<file path="config.mk">
export PLATFORM = sky130hd
export DESIGN_NAME = sut_uart
export DESIGN_NICKNAME = d
export VERILOG_FILES = /design/src/hw/sut_bit_timer.v /design/src/hw/sut_uart.v
export VERILOG_INCLUDE_DIRS = /design/src /design/src/pkg
export SDC_FILE = /design/constraint.sdc
export NUM_CORES = 1
export LEC_CHECK = 0
export ABC_CLOCK_PERIOD_IN_PS = 5700
export BUFFER_PORTS_ARGS = -buffer_cell sky130_fd_sc_hd__buf_2
export CAP_MARGIN = 20
export CELL_PAD_IN_SITES_DETAIL_PLACEMENT = 2
export CELL_PAD_IN_SITES_GLOBAL_PLACEMENT = 2
export CORE_ASPECT_RATIO = 1.5
export CORE_MARGIN = 2
export CORE_UTILIZATION = 41
export DETAILED_ROUTE_END_ITERATION = 8
export GPL_ROUTABILITY_DRIVEN = 0
export GPL_TIMING_DRIVEN = 0
export HOLD_SLACK_MARGIN = 0.15
export PLACE_DENSITY_LB_ADDON = 0.05
export SKIP_CTS_REPAIR_TIMING = 1
export SYNTH_ARGS = -nofsm -noshare
export SYNTH_HDL_FRONTEND = slang
export SYNTH_HIERARCHICAL = 1
export SYNTH_SLANG_ARGS = --single-unit
</file>
<file path="constraint.sdc">
create_clock -name pclk -period 5.7 [get_ports pclk]
set_clock_uncertainty 0.2 [all_clocks]
set_input_delay 1.14 -clock pclk [delete_from_list [all_inputs] [get_ports pclk]]
set_output_delay 1.14 -clock pclk [all_outputs]
set_load 0.02 [all_outputs]
</file>
<file path="src/pkg/sut_defines.vh">
// constants for the serial transceiver block: register offsets, field positions, timing
// assumes inclusion by bare name from the design files
`ifndef SUT_DEFINES_VH
`define SUT_DEFINES_VH
// =====================================================================
// register byte offsets on the apb slave
`define SUT_OFS_RXSTAT 12'h000
`define SUT_OFS_CTRL 12'h004
`define SUT_OFS_TXHOLD 12'h008
`define SUT_OFS_BAUD 12'h00C
`define SUT_OFS_IRQ 12'h010
// =====================================================================
// receive status fields
`define SUT_RS_OVR 15
`define SUT_RS_RBF 14
`define SUT_RS_TBE 13
`define SUT_RS_TRANSMIT_SHIFTER_IDLE 12
`define SUT_RS_RXD 11
`define SUT_RS_STP9 9
`define SUT_RS_B8 8
// control fields
`define SUT_CT_SETCLR 15
`define SUT_CT_BRK 11
// baud register fields
`define SUT_BD_NINE 15
`define SUT_BD_DIV_MSB 14
// receive frame length after the start bit: data bits plus one stop bit
`define SUT_RX_LEN8 4'h9
`define SUT_RX_LEN9 4'hA
// interrupt request register fields
`define SUT_IRQ_RBF 11
`define SUT_IRQ_TBE 0
`define SUT_IRQ_OVR 15
// =====================================================================
// reset values
`define SUT_BAUD_RST 16'h0173
`define SUT_CTRL_RST 16'h0000
`endif

</file>
<file path="src/hw/sut_bit_timer.v">
// bit-interval enable generator for the serial transceiver
// assumes the divisor is stable while counting; a reload restarts the interval
module sut_bit_timer #(
  parameter DIV_W = 15
) (
  // clock and reset
  input wire pclk,
  input wire presetn,
  // control
  input wire restart,
  input wire [DIV_W-1:0] divisor,
  // enable out
  output reg tick_q
);
  reg [DIV_W-1:0] cnt_q;
  // =====================================================================
  // divisor n gives n+1 cycles between ticks
  always @(posedge pclk or negedge presetn)
  begin
    if (!presetn)
    begin
      cnt_q <= {DIV_W{1'b0}};
      tick_q <= 1'b0;
    end
    else if (restart)
    begin
      // primed one step in, so the first tick is n+1 cycles away like every later one
      if (divisor == {DIV_W{1'b0}})
      begin
        cnt_q <= {DIV_W{1'b0}};
        tick_q <= 1'b1;
      end
      else
      begin
        cnt_q <= divisor - {{(DIV_W-1){1'b0}}, 1'b1};
        tick_q <= 1'b0;
      end
    end
    else if (cnt_q == {DIV_W{1'b0}})
    begin
      cnt_q <= divisor;
      tick_q <= 1'b1;
    end
    else
    begin
      cnt_q <= cnt_q - {{(DIV_W-1){1'b0}}, 1'b1};
      tick_q <= 1'b0;
    end
  end
endmodule // sut_bit_timer

</file>
<file path="src/hw/sut_uart.v">
// serial transceiver: receive status, set/clear control, transmit holding and shifter
// assumes an apb master on pclk; rxd is synchronous to pclk
// Behaviour
// RULE_01: overrun flag bit 15 sets when a character lands before the previous was collected
// RULE_02: status bit 14 mirrors the receive-full request flag
// RULE_03: software clears receive-full request bit 11 after collecting data
// RULE_04: bit 13 shows holding register empty; request raised when it empties
// RULE_05: bit 12 set only when shifter and holding register are both drained
// RULE_06: bit 11 reads the receive pin directly; bit 10 reads zero
// RULE_07: nine-bit mode: ninth bit at 8, stop at 9; eight-bit mode stop at 8
// RULE_08: low eight received bits sit in bits 7-0, uninverted
// RULE_09: control write sets ones when bit 15 is 1, else clears them
// RULE_10: control bit 11 forces the transmit pin low
// RULE_11: transmit uses receive bit period and starts right after holding write
// RULE_12: holding word copies into shifter; then holding frees and empty request fires
// RULE_13: one bit per interval shifted out, least significant first
// RULE_14: shifter stops when only a 1 remains in the out position
// RULE_15: one start bit is emitted automatically before data bit 0
// RULE_16: software writes ones above data bits as stop bits
// RULE_17: an all-zero holding write starts nothing
// RULE_18: holding register is 16 bits wide and write-only
// RULE_19: divisor n gives n+1 clocks between samples and between bits
// RULE_20: baud bit 15 picks nine or eight data bits; start, data, stop expected
// RULE_21: transmit pin idles high when not shifting and no break
`include "sut_defines.vh"
module sut_uart #(
  parameter DIV_W = 15
) (
  // clock and reset
  input wire pclk,
  input wire presetn,
  // apb slave
  input wire psel,
  input wire penable,
  input wire pwrite,
  input wire [11:0] paddr,
  input wire [31:0] pwdata,
  output reg [31:0] prdata,
  output reg pready,
  output reg pslverr,
  // serial pins
  input wire rxd,
  output reg txd_q
);
  // =====================================================================
  // state
  localparam RX_IDLE = 2'b00;
  localparam RX_START = 2'b01;
  localparam RX_DATA = 2'b10;
  reg [15:0] baud_q;
  reg [15:0] ctrl_q;
  reg [15:0] hold_q;
  reg hold_full_q;
  reg [15:0] sh_q;
  reg sh_busy_q;
  reg start_q;
  reg rbf_q;
  reg ovr_q;
  reg tbe_req_q;
  reg [9:0] rxbuf_q;
  reg [9:0] rxsh_q;
  reg [3:0] rxcnt_q;
  reg [1:0] rxst_q;
  reg [DIV_W-1:0] rxdiv_q;
  wire tx_tick;
  wire setup = psel && !penable;
  wire acc = psel && penable;
  wire wr = acc && pwrite;
  wire hit_rs = paddr == `SUT_OFS_RXSTAT;
  wire hit_ct = paddr == `SUT_OFS_CTRL;
  wire hit_tx = paddr == `SUT_OFS_TXHOLD;
  wire hit_bd = paddr == `SUT_OFS_BAUD;
  wire hit_iq = paddr == `SUT_OFS_IRQ;
  wire hit_any = hit_rs | hit_ct | hit_tx | hit_bd | hit_iq;
  wire nine = baud_q[`SUT_BD_NINE];
  wire [DIV_W-1:0] divisor = baud_q[DIV_W-1:0]; // [RULE_19]
  wire hold_wr = wr && hit_tx && (pwdata[15:0] != 16'h0000); // [RULE_17]
  wire sh_done = (sh_q[15:1] == 15'h0000); // [RULE_14]
  wire tx_load = hold_full_q && !sh_busy_q; // [RULE_12]
  wire rx_done;
  reg [15:0] rx_status;
  reg [15:0] irq_view;
  // =====================================================================
  // apb: zero wait states, error on unmapped addresses
  always @(posedge pclk or negedge presetn)
  begin
    if (!presetn)
    begin
      pready <= 1'b0;
      pslverr <= 1'b0;
      prdata <= 32'h00000000;
    end
    else
    begin
      pready <= setup;
      // unaligned or unmapped addresses miss every exact decode and are refused
      pslverr <= setup && !hit_any;
      if (setup && !pwrite && hit_rs)
        prdata <= {16'h0000, rx_status};
      else if (setup && !pwrite && hit_iq)
        prdata <= {16'h0000, irq_view};
      else if (setup && !pwrite && hit_ct)
        prdata <= {16'h0000, ctrl_q};
      else
        prdata <= 32'h00000000;
    end
  end
  wire wr_take = wr && pready;
  // =====================================================================
  // control and baud registers
  always @(posedge pclk or negedge presetn)
  begin
    if (!presetn)
    begin
      ctrl_q <= `SUT_CTRL_RST;
      baud_q <= `SUT_BAUD_RST;
    end
    else
    begin
      if (wr_take && hit_ct)
      begin
        if (pwdata[`SUT_CT_SETCLR])
          ctrl_q <= ctrl_q | {1'b0, pwdata[14:0]}; // [RULE_09]
        else
          ctrl_q <= ctrl_q & ~{1'b0, pwdata[14:0]}; // [RULE_09]
      end
      if (wr_take && hit_bd)
        baud_q <= pwdata[15:0]; // [RULE_20]
    end
  end
  // =====================================================================
  // transmit holding register and shifter
  // a write while the holding word still waits replaces it; software polls bit 13 first
  always @(posedge pclk or negedge presetn)
  begin
    if (!presetn)
    begin
      hold_q <= 16'h0000;
      hold_full_q <= 1'b0;
      sh_q <= 16'h0000;
      sh_busy_q <= 1'b0;
      start_q <= 1'b0;
    end
    else
    begin
      if (hold_wr && pready)
      begin
        hold_q <= pwdata[15:0]; // [RULE_18]
        hold_full_q <= 1'b1; // [RULE_11]
      end
      else if (tx_load)
        hold_full_q <= 1'b0; // [RULE_12]
      if (tx_load)
      begin
        sh_q <= hold_q; // [RULE_12]
        sh_busy_q <= 1'b1;
        start_q <= 1'b1; // [RULE_15]
      end
      else if (sh_busy_q && tx_tick)
      begin
        if (start_q)
          start_q <= 1'b0;
        else if (sh_done)
          sh_busy_q <= 1'b0; // [RULE_14]
        else
          sh_q <= {1'b0, sh_q[15:1]}; // [RULE_13]
      end
    end
  end
  // bit timer restarts at each load so the start bit gets a full interval
  sut_bit_timer #(
    .DIV_W(DIV_W)
  ) u_tx_timer (
    .pclk(pclk),
    .presetn(presetn),
    .restart(tx_load),
    .divisor(divisor),
    .tick_q(tx_tick)
  );
  // =====================================================================
  // transmit pin
  always @(posedge pclk or negedge presetn)
  begin
    if (!presetn)
      txd_q <= 1'b1;
    else if (ctrl_q[`SUT_CT_BRK])
      txd_q <= 1'b0; // [RULE_10]
    else if (sh_busy_q && start_q)
      txd_q <= 1'b0; // [RULE_15]
    else if (sh_busy_q)
      txd_q <= sh_q[0]; // [RULE_13]
    else
      txd_q <= 1'b1; // [RULE_21]
  end
  // =====================================================================
  // receiver: sample mid-bit, n+1 clocks per bit
  wire [3:0] rx_bits = nine ? `SUT_RX_LEN9 : `SUT_RX_LEN8; // data plus stop
  wire [DIV_W-1:0] half_div = {1'b0, divisor[DIV_W-1:1]};
  assign rx_done = (rxst_q == RX_DATA) && (rxdiv_q == {DIV_W{1'b0}})
    && (rxcnt_q == rx_bits - 4'h1);
  always @(posedge pclk or negedge presetn)
  begin
    if (!presetn)
    begin
      rxst_q <= RX_IDLE;
      rxdiv_q <= {DIV_W{1'b0}};
      rxcnt_q <= 4'h0;
      rxsh_q <= 10'h000;
    end
    else
    begin
      case (rxst_q)
        RX_IDLE:
        begin
          if (!rxd)
          begin
            rxst_q <= RX_START;
            rxdiv_q <= half_div;
          end
        end
        RX_START:
        begin
          if (rxdiv_q != {DIV_W{1'b0}})
            rxdiv_q <= rxdiv_q - {{(DIV_W-1){1'b0}}, 1'b1};
          else if (rxd)
            rxst_q <= RX_IDLE; // glitch, not a start bit
          else
          begin
            rxst_q <= RX_DATA;
            rxdiv_q <= divisor; // [RULE_19]
            rxcnt_q <= 4'h0;
          end
        end
        RX_DATA:
        begin
          if (rxdiv_q != {DIV_W{1'b0}})
            rxdiv_q <= rxdiv_q - {{(DIV_W-1){1'b0}}, 1'b1};
          else
          begin
            rxdiv_q <= divisor;
            rxsh_q[rxcnt_q] <= rxd; // [RULE_20]
            rxcnt_q <= rxcnt_q + 4'h1;
            if (rx_done)
              rxst_q <= RX_IDLE;
          end
        end
        default:
          rxst_q <= RX_IDLE;
      endcase
    end
  end
  // =====================================================================
  // receive buffer and request flags; hardware set wins over software clear
  wire irq_wr = wr_take && hit_iq;
  wire irq_setop = pwdata[`SUT_CT_SETCLR];
  // set writes to the request register are ignored; only clears act
  wire rbf_clr = irq_wr && !irq_setop && pwdata[`SUT_IRQ_RBF];
  wire tbe_clr = irq_wr && !irq_setop && pwdata[`SUT_IRQ_TBE];
  always @(posedge pclk or negedge presetn)
  begin
    if (!presetn)
    begin
      rxbuf_q <= 10'h000;
      rbf_q <= 1'b0;
      ovr_q <= 1'b0;
      tbe_req_q <= 1'b0;
    end
    else
    begin
      if (rx_done)
      begin
        rxbuf_q <= nine ? {rxd, rxsh_q[8:0]} : {1'b0, rxd, rxsh_q[7:0]}; // [RULE_07]
        rbf_q <= 1'b1;
        if (rbf_q)
          ovr_q <= 1'b1; // [RULE_01]
      end
      else if (rbf_clr)
      begin
        rbf_q <= 1'b0; // [RULE_03]
        ovr_q <= 1'b0;
      end
      if (tx_load)
        tbe_req_q <= 1'b1; // [RULE_04]
      else if (tbe_clr)
        tbe_req_q <= 1'b0;
    end
  end
  // =====================================================================
  // read views, field by field; unused bits such as bit 10 stay zero
  always @*
  begin
    rx_status = 16'h0000; // [RULE_06]
    rx_status[`SUT_RS_OVR] = ovr_q; // [RULE_01]
    rx_status[`SUT_RS_RBF] = rbf_q; // [RULE_02]
    rx_status[`SUT_RS_TBE] = !hold_full_q; // [RULE_04]
    rx_status[`SUT_RS_TRANSMIT_SHIFTER_IDLE] = !hold_full_q && !sh_busy_q; // [RULE_05]
    rx_status[`SUT_RS_RXD] = rxd; // [RULE_06]
    rx_status[`SUT_RS_STP9] = rxbuf_q[9]; // [RULE_07]
    rx_status[`SUT_RS_B8] = rxbuf_q[8]; // [RULE_07]
    rx_status[7:0] = rxbuf_q[7:0]; // [RULE_08]
  end
  always @*
  begin
    irq_view = 16'h0000;
    irq_view[`SUT_IRQ_OVR] = ovr_q;
    irq_view[`SUT_IRQ_RBF] = rbf_q;
    irq_view[`SUT_IRQ_TBE] = tbe_req_q;
  end
endmodule // sut_uart

</file>
==> metrics, run 1 <==
Ports=85; LEAKAGE=3.951 nW; Final min period=3.272 ns; CTS tree=done; r2r startpoint=rxdiv_q[0]; drt total wl=24.64 mm; Final nets=868; Rel. slew slack=31.58%; Syn Inst Count=719; critical path required time=5.82 ns; Overall Global Routing Usage=26.59%; Seq/Total Area, Yosys=47.93%; DRC errors left=0; mapped cell area=7536 sq um; post-synth top area share=45.49%; Worst-path clk slew=0.06 ns; PwrDens=281.7 nW/um^2; r2r endpoint=rxbuf_q[4]; Via density=5.913; post-synth cell types=78; Via Count=6,114; largest cells by area after synthesis=dfrtp_1, mux2_2, nand2_1; Horiz. Die Dim=114.7 um; diodes inserted=0; critical path startpoint=paddr[9]; CTS root buf=clkbuf_16; worst-case reg-to-reg path depth=7; unrepaired setup endpoints after global routing=no; Yosys top cell by area=dfrtp_1; first-pass GRT wire length=39.33 mm; antenna violations before repair=0; Worst setup SP type=input port; syn_area_per_cell=10.48 sq um; maximum clock rate=305.6 MHz; crit path max fanout=10; number of synthesized flops with an enable pin=0; Routed Antenna Nets=0; Wirelength per Cell=23.83 um; cts bufs inserted=17; final hold vios=0; share of layout cells above drive strength 1=24.97%; Hold EP=txd_q; Ys Warns=6; worst hold-check path type=reg -> reg; # Max-Cap Violations=0; setup slack, reg-to-reg=2.45 ns; arrival time worst endpoint=3.39 ns; setup TNS=0 ns; grt ovf=0; Worst Hold Path Cells=1; clk sinks=144; DRT iter0 DRCs=245; flops & latches, synth=144; PortBufs=49; endpoints failing setup=0; H-tree Lvls=4; VDD IR-drop max=0.2070 mV; number of global-route vias before repair=6,890; Async SR Flop Fraction=100.0%; Synth Flop Type=dfrtp_1; largest net degree at the start of global routing=105; max-slew violations=0; worst-margin pin slew=1.017 ns; Max clock buf depth=2; clock latency at the later pin of the worst-skew pair=0.44 ns; length of the first detailed-routing pass in iterations=4; Die H=170.0 um; CP Class=in -> reg; fill count=1,893; Die ar.=19,500 sq um; row cnt=60; Final period util=57.40%; Syn-to-layout area delta=15.72%; final core occ=48.61%; final instance area=8721 sq um; post-DP HPWL=17.73 mm; Starting Density=42.00%; status=complete, no violations; Area after DPL=8158 sq um; core area=17,940 sq um; Critical Path End Type=flop
==> layout by cell type, fill, tap and decap left out, types with 4 or more instances in the layout <==
master,instances
nor2_1,44
xnor2_1,6
buf_2,54
nor3_1,27
xor2_1,7
and2_1,5
nand3_1,12
o22ai_1,8
a22o_1,14
clkbuf_16,17
and3_1,4
inv_1,17
nor4_1,17
nand4_1,15
o21ai_0,36
conb_1,16
nand2_1,68
mux2_2,66
o221ai_1,6
a211oi_1,6
a221oi_1,4
inv_6,4
buf_4,17
ha_1,14
clkbuf_1,27
mux2i_1,20
o211ai_1,10
a21oi_1,31
dfstp_2,7
o311ai_0,4
clkinvlp_4,5
or3_1,5
nor3b_1,4
dfrtp_1,137
==> critical path, stage by stage <==
cell      delay (ns)
buf_2           0.10
nor4_2          0.40
nand4_1         0.18
nor3b_1         0.42
nand2_1         0.39
clkbuf_1        0.38
mux2_2          0.36
==> cell families after synthesis <==
| logic type | count (synthesis) | share of synthesized area, % |
|---|---|---|
| xor+xnor | 13 | 1.511 |
| fa+ha+maj | 14 | 2.324 |
| flops | 144 | 47.93 |
| buf+inv | 71 | 4.682 |
| simple gates | 233 | 16.59 |
| compound gates | 157 | 14.40 |
| mux | 86 | 12.52 |
| other cells | 1 | 0.04976 |
==> layer usage <==
layer | GRT usage [%] | wire length (um)
met5 | 0 | 0
met4 | 10.16 | 698
met3 | 4.095 | 623
met2 | 49.06 | 13550
met1 | 30.52 | 9772
==> synth_stat cells, types with 4 or more instances <==
cell,number
o22ai_1,8
a221oi_1,4
xnor2_1,6
and3_1,4
clkbuf_1,26
a211oi_1,6
o211ai_1,10
o21ai_0,36
mux2_2,66
nand2_1,68
buf_2,6
nor3b_1,4
dfrtp_1,137
nand4_1,15
xor2_1,7
mux2i_1,20
a21oi_1,31
nor3_1,27
nand3_1,12
o311ai_0,4
buf_4,17
nor2_1,44
or3_1,5
dfstp_2,7
ha_1,14
nor4_1,17
o221ai_1,6
a22o_1,14
inv_1,17
and2_1,5
==> through the flow <==
step | cells | power, W | hold WS [ns] | setup slack, ns
2_1_floorplan | 734 | 0.001288 | 0.1817 | 2.719
3_3_place_gp | 1000 | 0.001368 | 0.2742 | 1.235
3_5_place_dp | 1002 | 0.001391 | 0.2707 | 1.978
4_1_cts | 1034 | 0.002481 | 0.2911 | 2.375
5_1_grt | 1034 | 0.002554 | 0.2922 | 2.174
6_report | 1034 | 0.002457 | 0.2833 | 2.428
==> layout make-up <==
type	instances	area, sq um	area share (%)
Tap cell	217	271.5	3.113
Multi-Input combinational cell	519	3627	41.59
Clock inverter	14	133.9	1.535
Inverter	18	67.56	0.7747
Clock buffer	18	429.2	4.921
Buffer	53	285.3	3.271
Timing Repair Buffer	51	294.0	3.372
Sequential cell	144	3612	41.42
==> how the worst max path moves through the flow <==
stage                 endpoint  depth (start not counted)
floorplan            hold_q[0]                          6
global placement    rxbuf_q[2]                          1
detailed placement   hold_q[4]                          7
CTS                  hold_q[4]                          7
global route         hold_q[4]                          7
finish               hold_q[4]                          7
==> power by group <==
group          internal, W  switching [W]  total (W)
registers          0.00108      0.0000563    0.00113
clock network     0.000606       0.000481    0.00109
logic             0.000104       0.000133   0.000238
(Power assumes the default switching activity.)
==> run 2, diff against run 1 <==
ABC_AREA = 1   (was default)
ABC_CLOCK_PERIOD_IN_PS = 3400   (was 5700)
CORE_UTILIZATION = 34   (was 41)
clock period = 3.4 ns   (was 5.7 ns; I/O delays follow)
==> metrics, run 2 <==
overall power=0.006060 W; H-tree Lvls=4; post-synth top area share=41.92%; Max clock buf depth=2; Overall Global Routing Usage=23.43%; Via density=4.915; number of synthesized flops with an enable pin=0; Worst-path clk slew=0.07 ns; DRT iter0 DRCs=243; max-slew violations=0; clk sinks=144; Top delay family on crit path=buffers and inverters; unrepaired setup endpoints after global routing=no; Syn Inst Count=1,102; length of the first detailed-routing pass in iterations=4; syn_area_per_cell=7.422 sq um; Synth Flop Type=dfrtp_1; flops & latches, synth=144; setup ws final=0.9212 ns; LEAKAGE=4.765 nW; Final nets=1,254; final hold vios=0; VDD IR-drop max=0.3417 mV; clock latency at the later pin of the worst-skew pair=0.44 ns; Final min period=2.479 ns; DRC errors left=0; Worst Hold Path Cells=2; Register Area=3612 sq um; worst-margin pin slew=0.8137 ns; Routed Antenna Nets=0; critical path required time=3.58 ns; Yosys top cell by area=dfrtp_1; Via Count=7,480; arrival time worst endpoint=2.66 ns; number of global-route vias before repair=8,400; antenna violations before repair=1; setup slack, reg-to-reg=0.92 ns; Seq/Total Area, Yosys=44.16%; Async SR Flop Fraction=100.0%; Hold EP=pready; drt total wl=27.62 mm; Starting Density=34.58%; core area=23,660 sq um; most frequent cells in the layout=nand2_1, dfrtp_1, inv_1, nor2_1, o21ai_0; maximum clock rate=403.4 MHz; # Max-Cap Violations=0; post-DP HPWL=20.96 mm; commonest non-fill, non-tap cell in the layout=nand2_1; first-pass GRT wire length=45.59 mm; Die ar.=25,340 sq um; diodes inserted=0; post-synth cell types=39; count leader, synth=nand2_1; Horiz. Die Dim=130.6 um; Worst setup SP type=flop; HP Start=penable; row cnt=69; crit path max fanout=12; Ports=85; PortBufs=52; largest cells by area after synthesis=dfrtp_1, nand2_1, inv_1; r2r endpoint=u_tx_timer/cnt_q[14]; slowest stage delay, CP=0.65 ns; Die H=194.0 um; PwrDens=632.6 nW/um^2; Syn-to-layout area delta=17.13%; Critical Path End Type=flop; footprint of the multi-input gates=3809 sq um; share of layout cells above drive strength 1=14.88%; CTS root buf=clkbuf_16; worst hold-check path type=in -> reg; CP max stage cell=clkbuf_1; fill count=2,858; CP cell instances=nor2_2 > clkbuf_1 > inv_2 > a21oi_4 > buf_6 > nand3_1 > nand2_1; Rel. slew slack=45.75%; Synth top cells by count=nand2_1, dfrtp_1, inv_1; largest net degree at the start of global routing=114; Final period util=72.91%; worst-case reg-to-reg path depth=7; Ys Warns=6; status=complete, no violations; mapped cell area=8179 sq um; post-placement setup slack=0.7861 ns; WP buf/inv=3; CP Class=reg -> reg; CTS tree=done; endpoints failing setup=0; r2r startpoint=sh_busy_q; Wirelength per Cell=18.15 um; critical path startpoint=sh_busy_q; grt ovf=0; cts bufs inserted=17
run 2: cell type report:
| class | count | area share [%] |
|---|---|---|
| multi-input combinational | 792 | 39.75 |
| sequential | 144 | 37.70 |
| inverter | 138 | 5.407 |
| clock buffer | 19 | 4.728 |
| tap | 319 | 4.166 |
| timing repair buffer | 54 | 3.213 |
| buffer | 43 | 3.095 |
| clock inverter | 13 | 1.933 |
run 2: worst register-to-register path, delay by kind of cell (launching register included):
kind | cells | cell delay, ns
buffers and inverters | 3 | 1.08
and+or+nand+nor | 3 | 0.42
DFF | 1 | 0.41
AOI/OAI and AO/OA | 1 | 0.31
run 2: power breakdown:
part           internal (W)  switching (W)  total, W
logic              0.000599        0.00126   0.00186
registers           0.00190       0.000235   0.00214
clock network       0.00127       0.000797   0.00207
total               0.00377        0.00229   0.00606
run 2: worst max-delay path by stage:
stage          depth (start not counted)  slack [ns]                    endpoint
2_1_floorplan                          9        1.50                        flop
3_3_place_gp                           1       -0.96  asynchronous set/reset pin
3_5_place_dp                           9        0.79                   prdata[9]
4_1_cts                                7        0.90        u_tx_timer/cnt_q[14]
5_1_grt                                7        0.74        u_tx_timer/cnt_q[14]
6_report                               7        0.92        u_tx_timer/cnt_q[14]
run 2: kinds of logic (layout without fill, tap and decap cells):
| logic type | Yosys count | in the layout | synth area share, % |
|---|---|---|---|
| xor+xnor | 13 | 13 | 1.392 |
| compound gates | 149 | 149 | 9.668 |
| fa+ha+maj | 14 | 14 | 2.142 |
| simple gates | 600 | 600 | 32.63 |
| flops | 144 | 144 | 44.16 |
| buf+inv | 181 | 267 | 9.959 |
| other cells | 1 | 16 | 0.04585 |
run 2: stage by stage:
step	utilization (%)	setup TNS, ns	hold slack, ns	std cells	instance area (sq um)
global placement	37.60	-128.06	0.2642	1488	8895
global route	40.50	0	0.2335	1522	9580
finish	40.50	0	0.2273	1522	9580
detailed placement	37.76	0	0.2723	1489	8932
floorplan	-	0	0.1844	1117	8235
CTS	40.46	0	-0.09204	1521	9570
run 2: per-layer routing:
| metal | GRT usage (%) | up-vias | wire length, um |
|---|---|---|---|
| met5 | 0 | - | 11 |
| met4 | 8.353 | 2 | 823 |
| met3 | 3.477 | 45 | 614 |
| met2 | 42.57 | 101 | 14930 |
| met1 | 27.48 | 3719 | 11240 |
| li1 | - | 3613 | - |
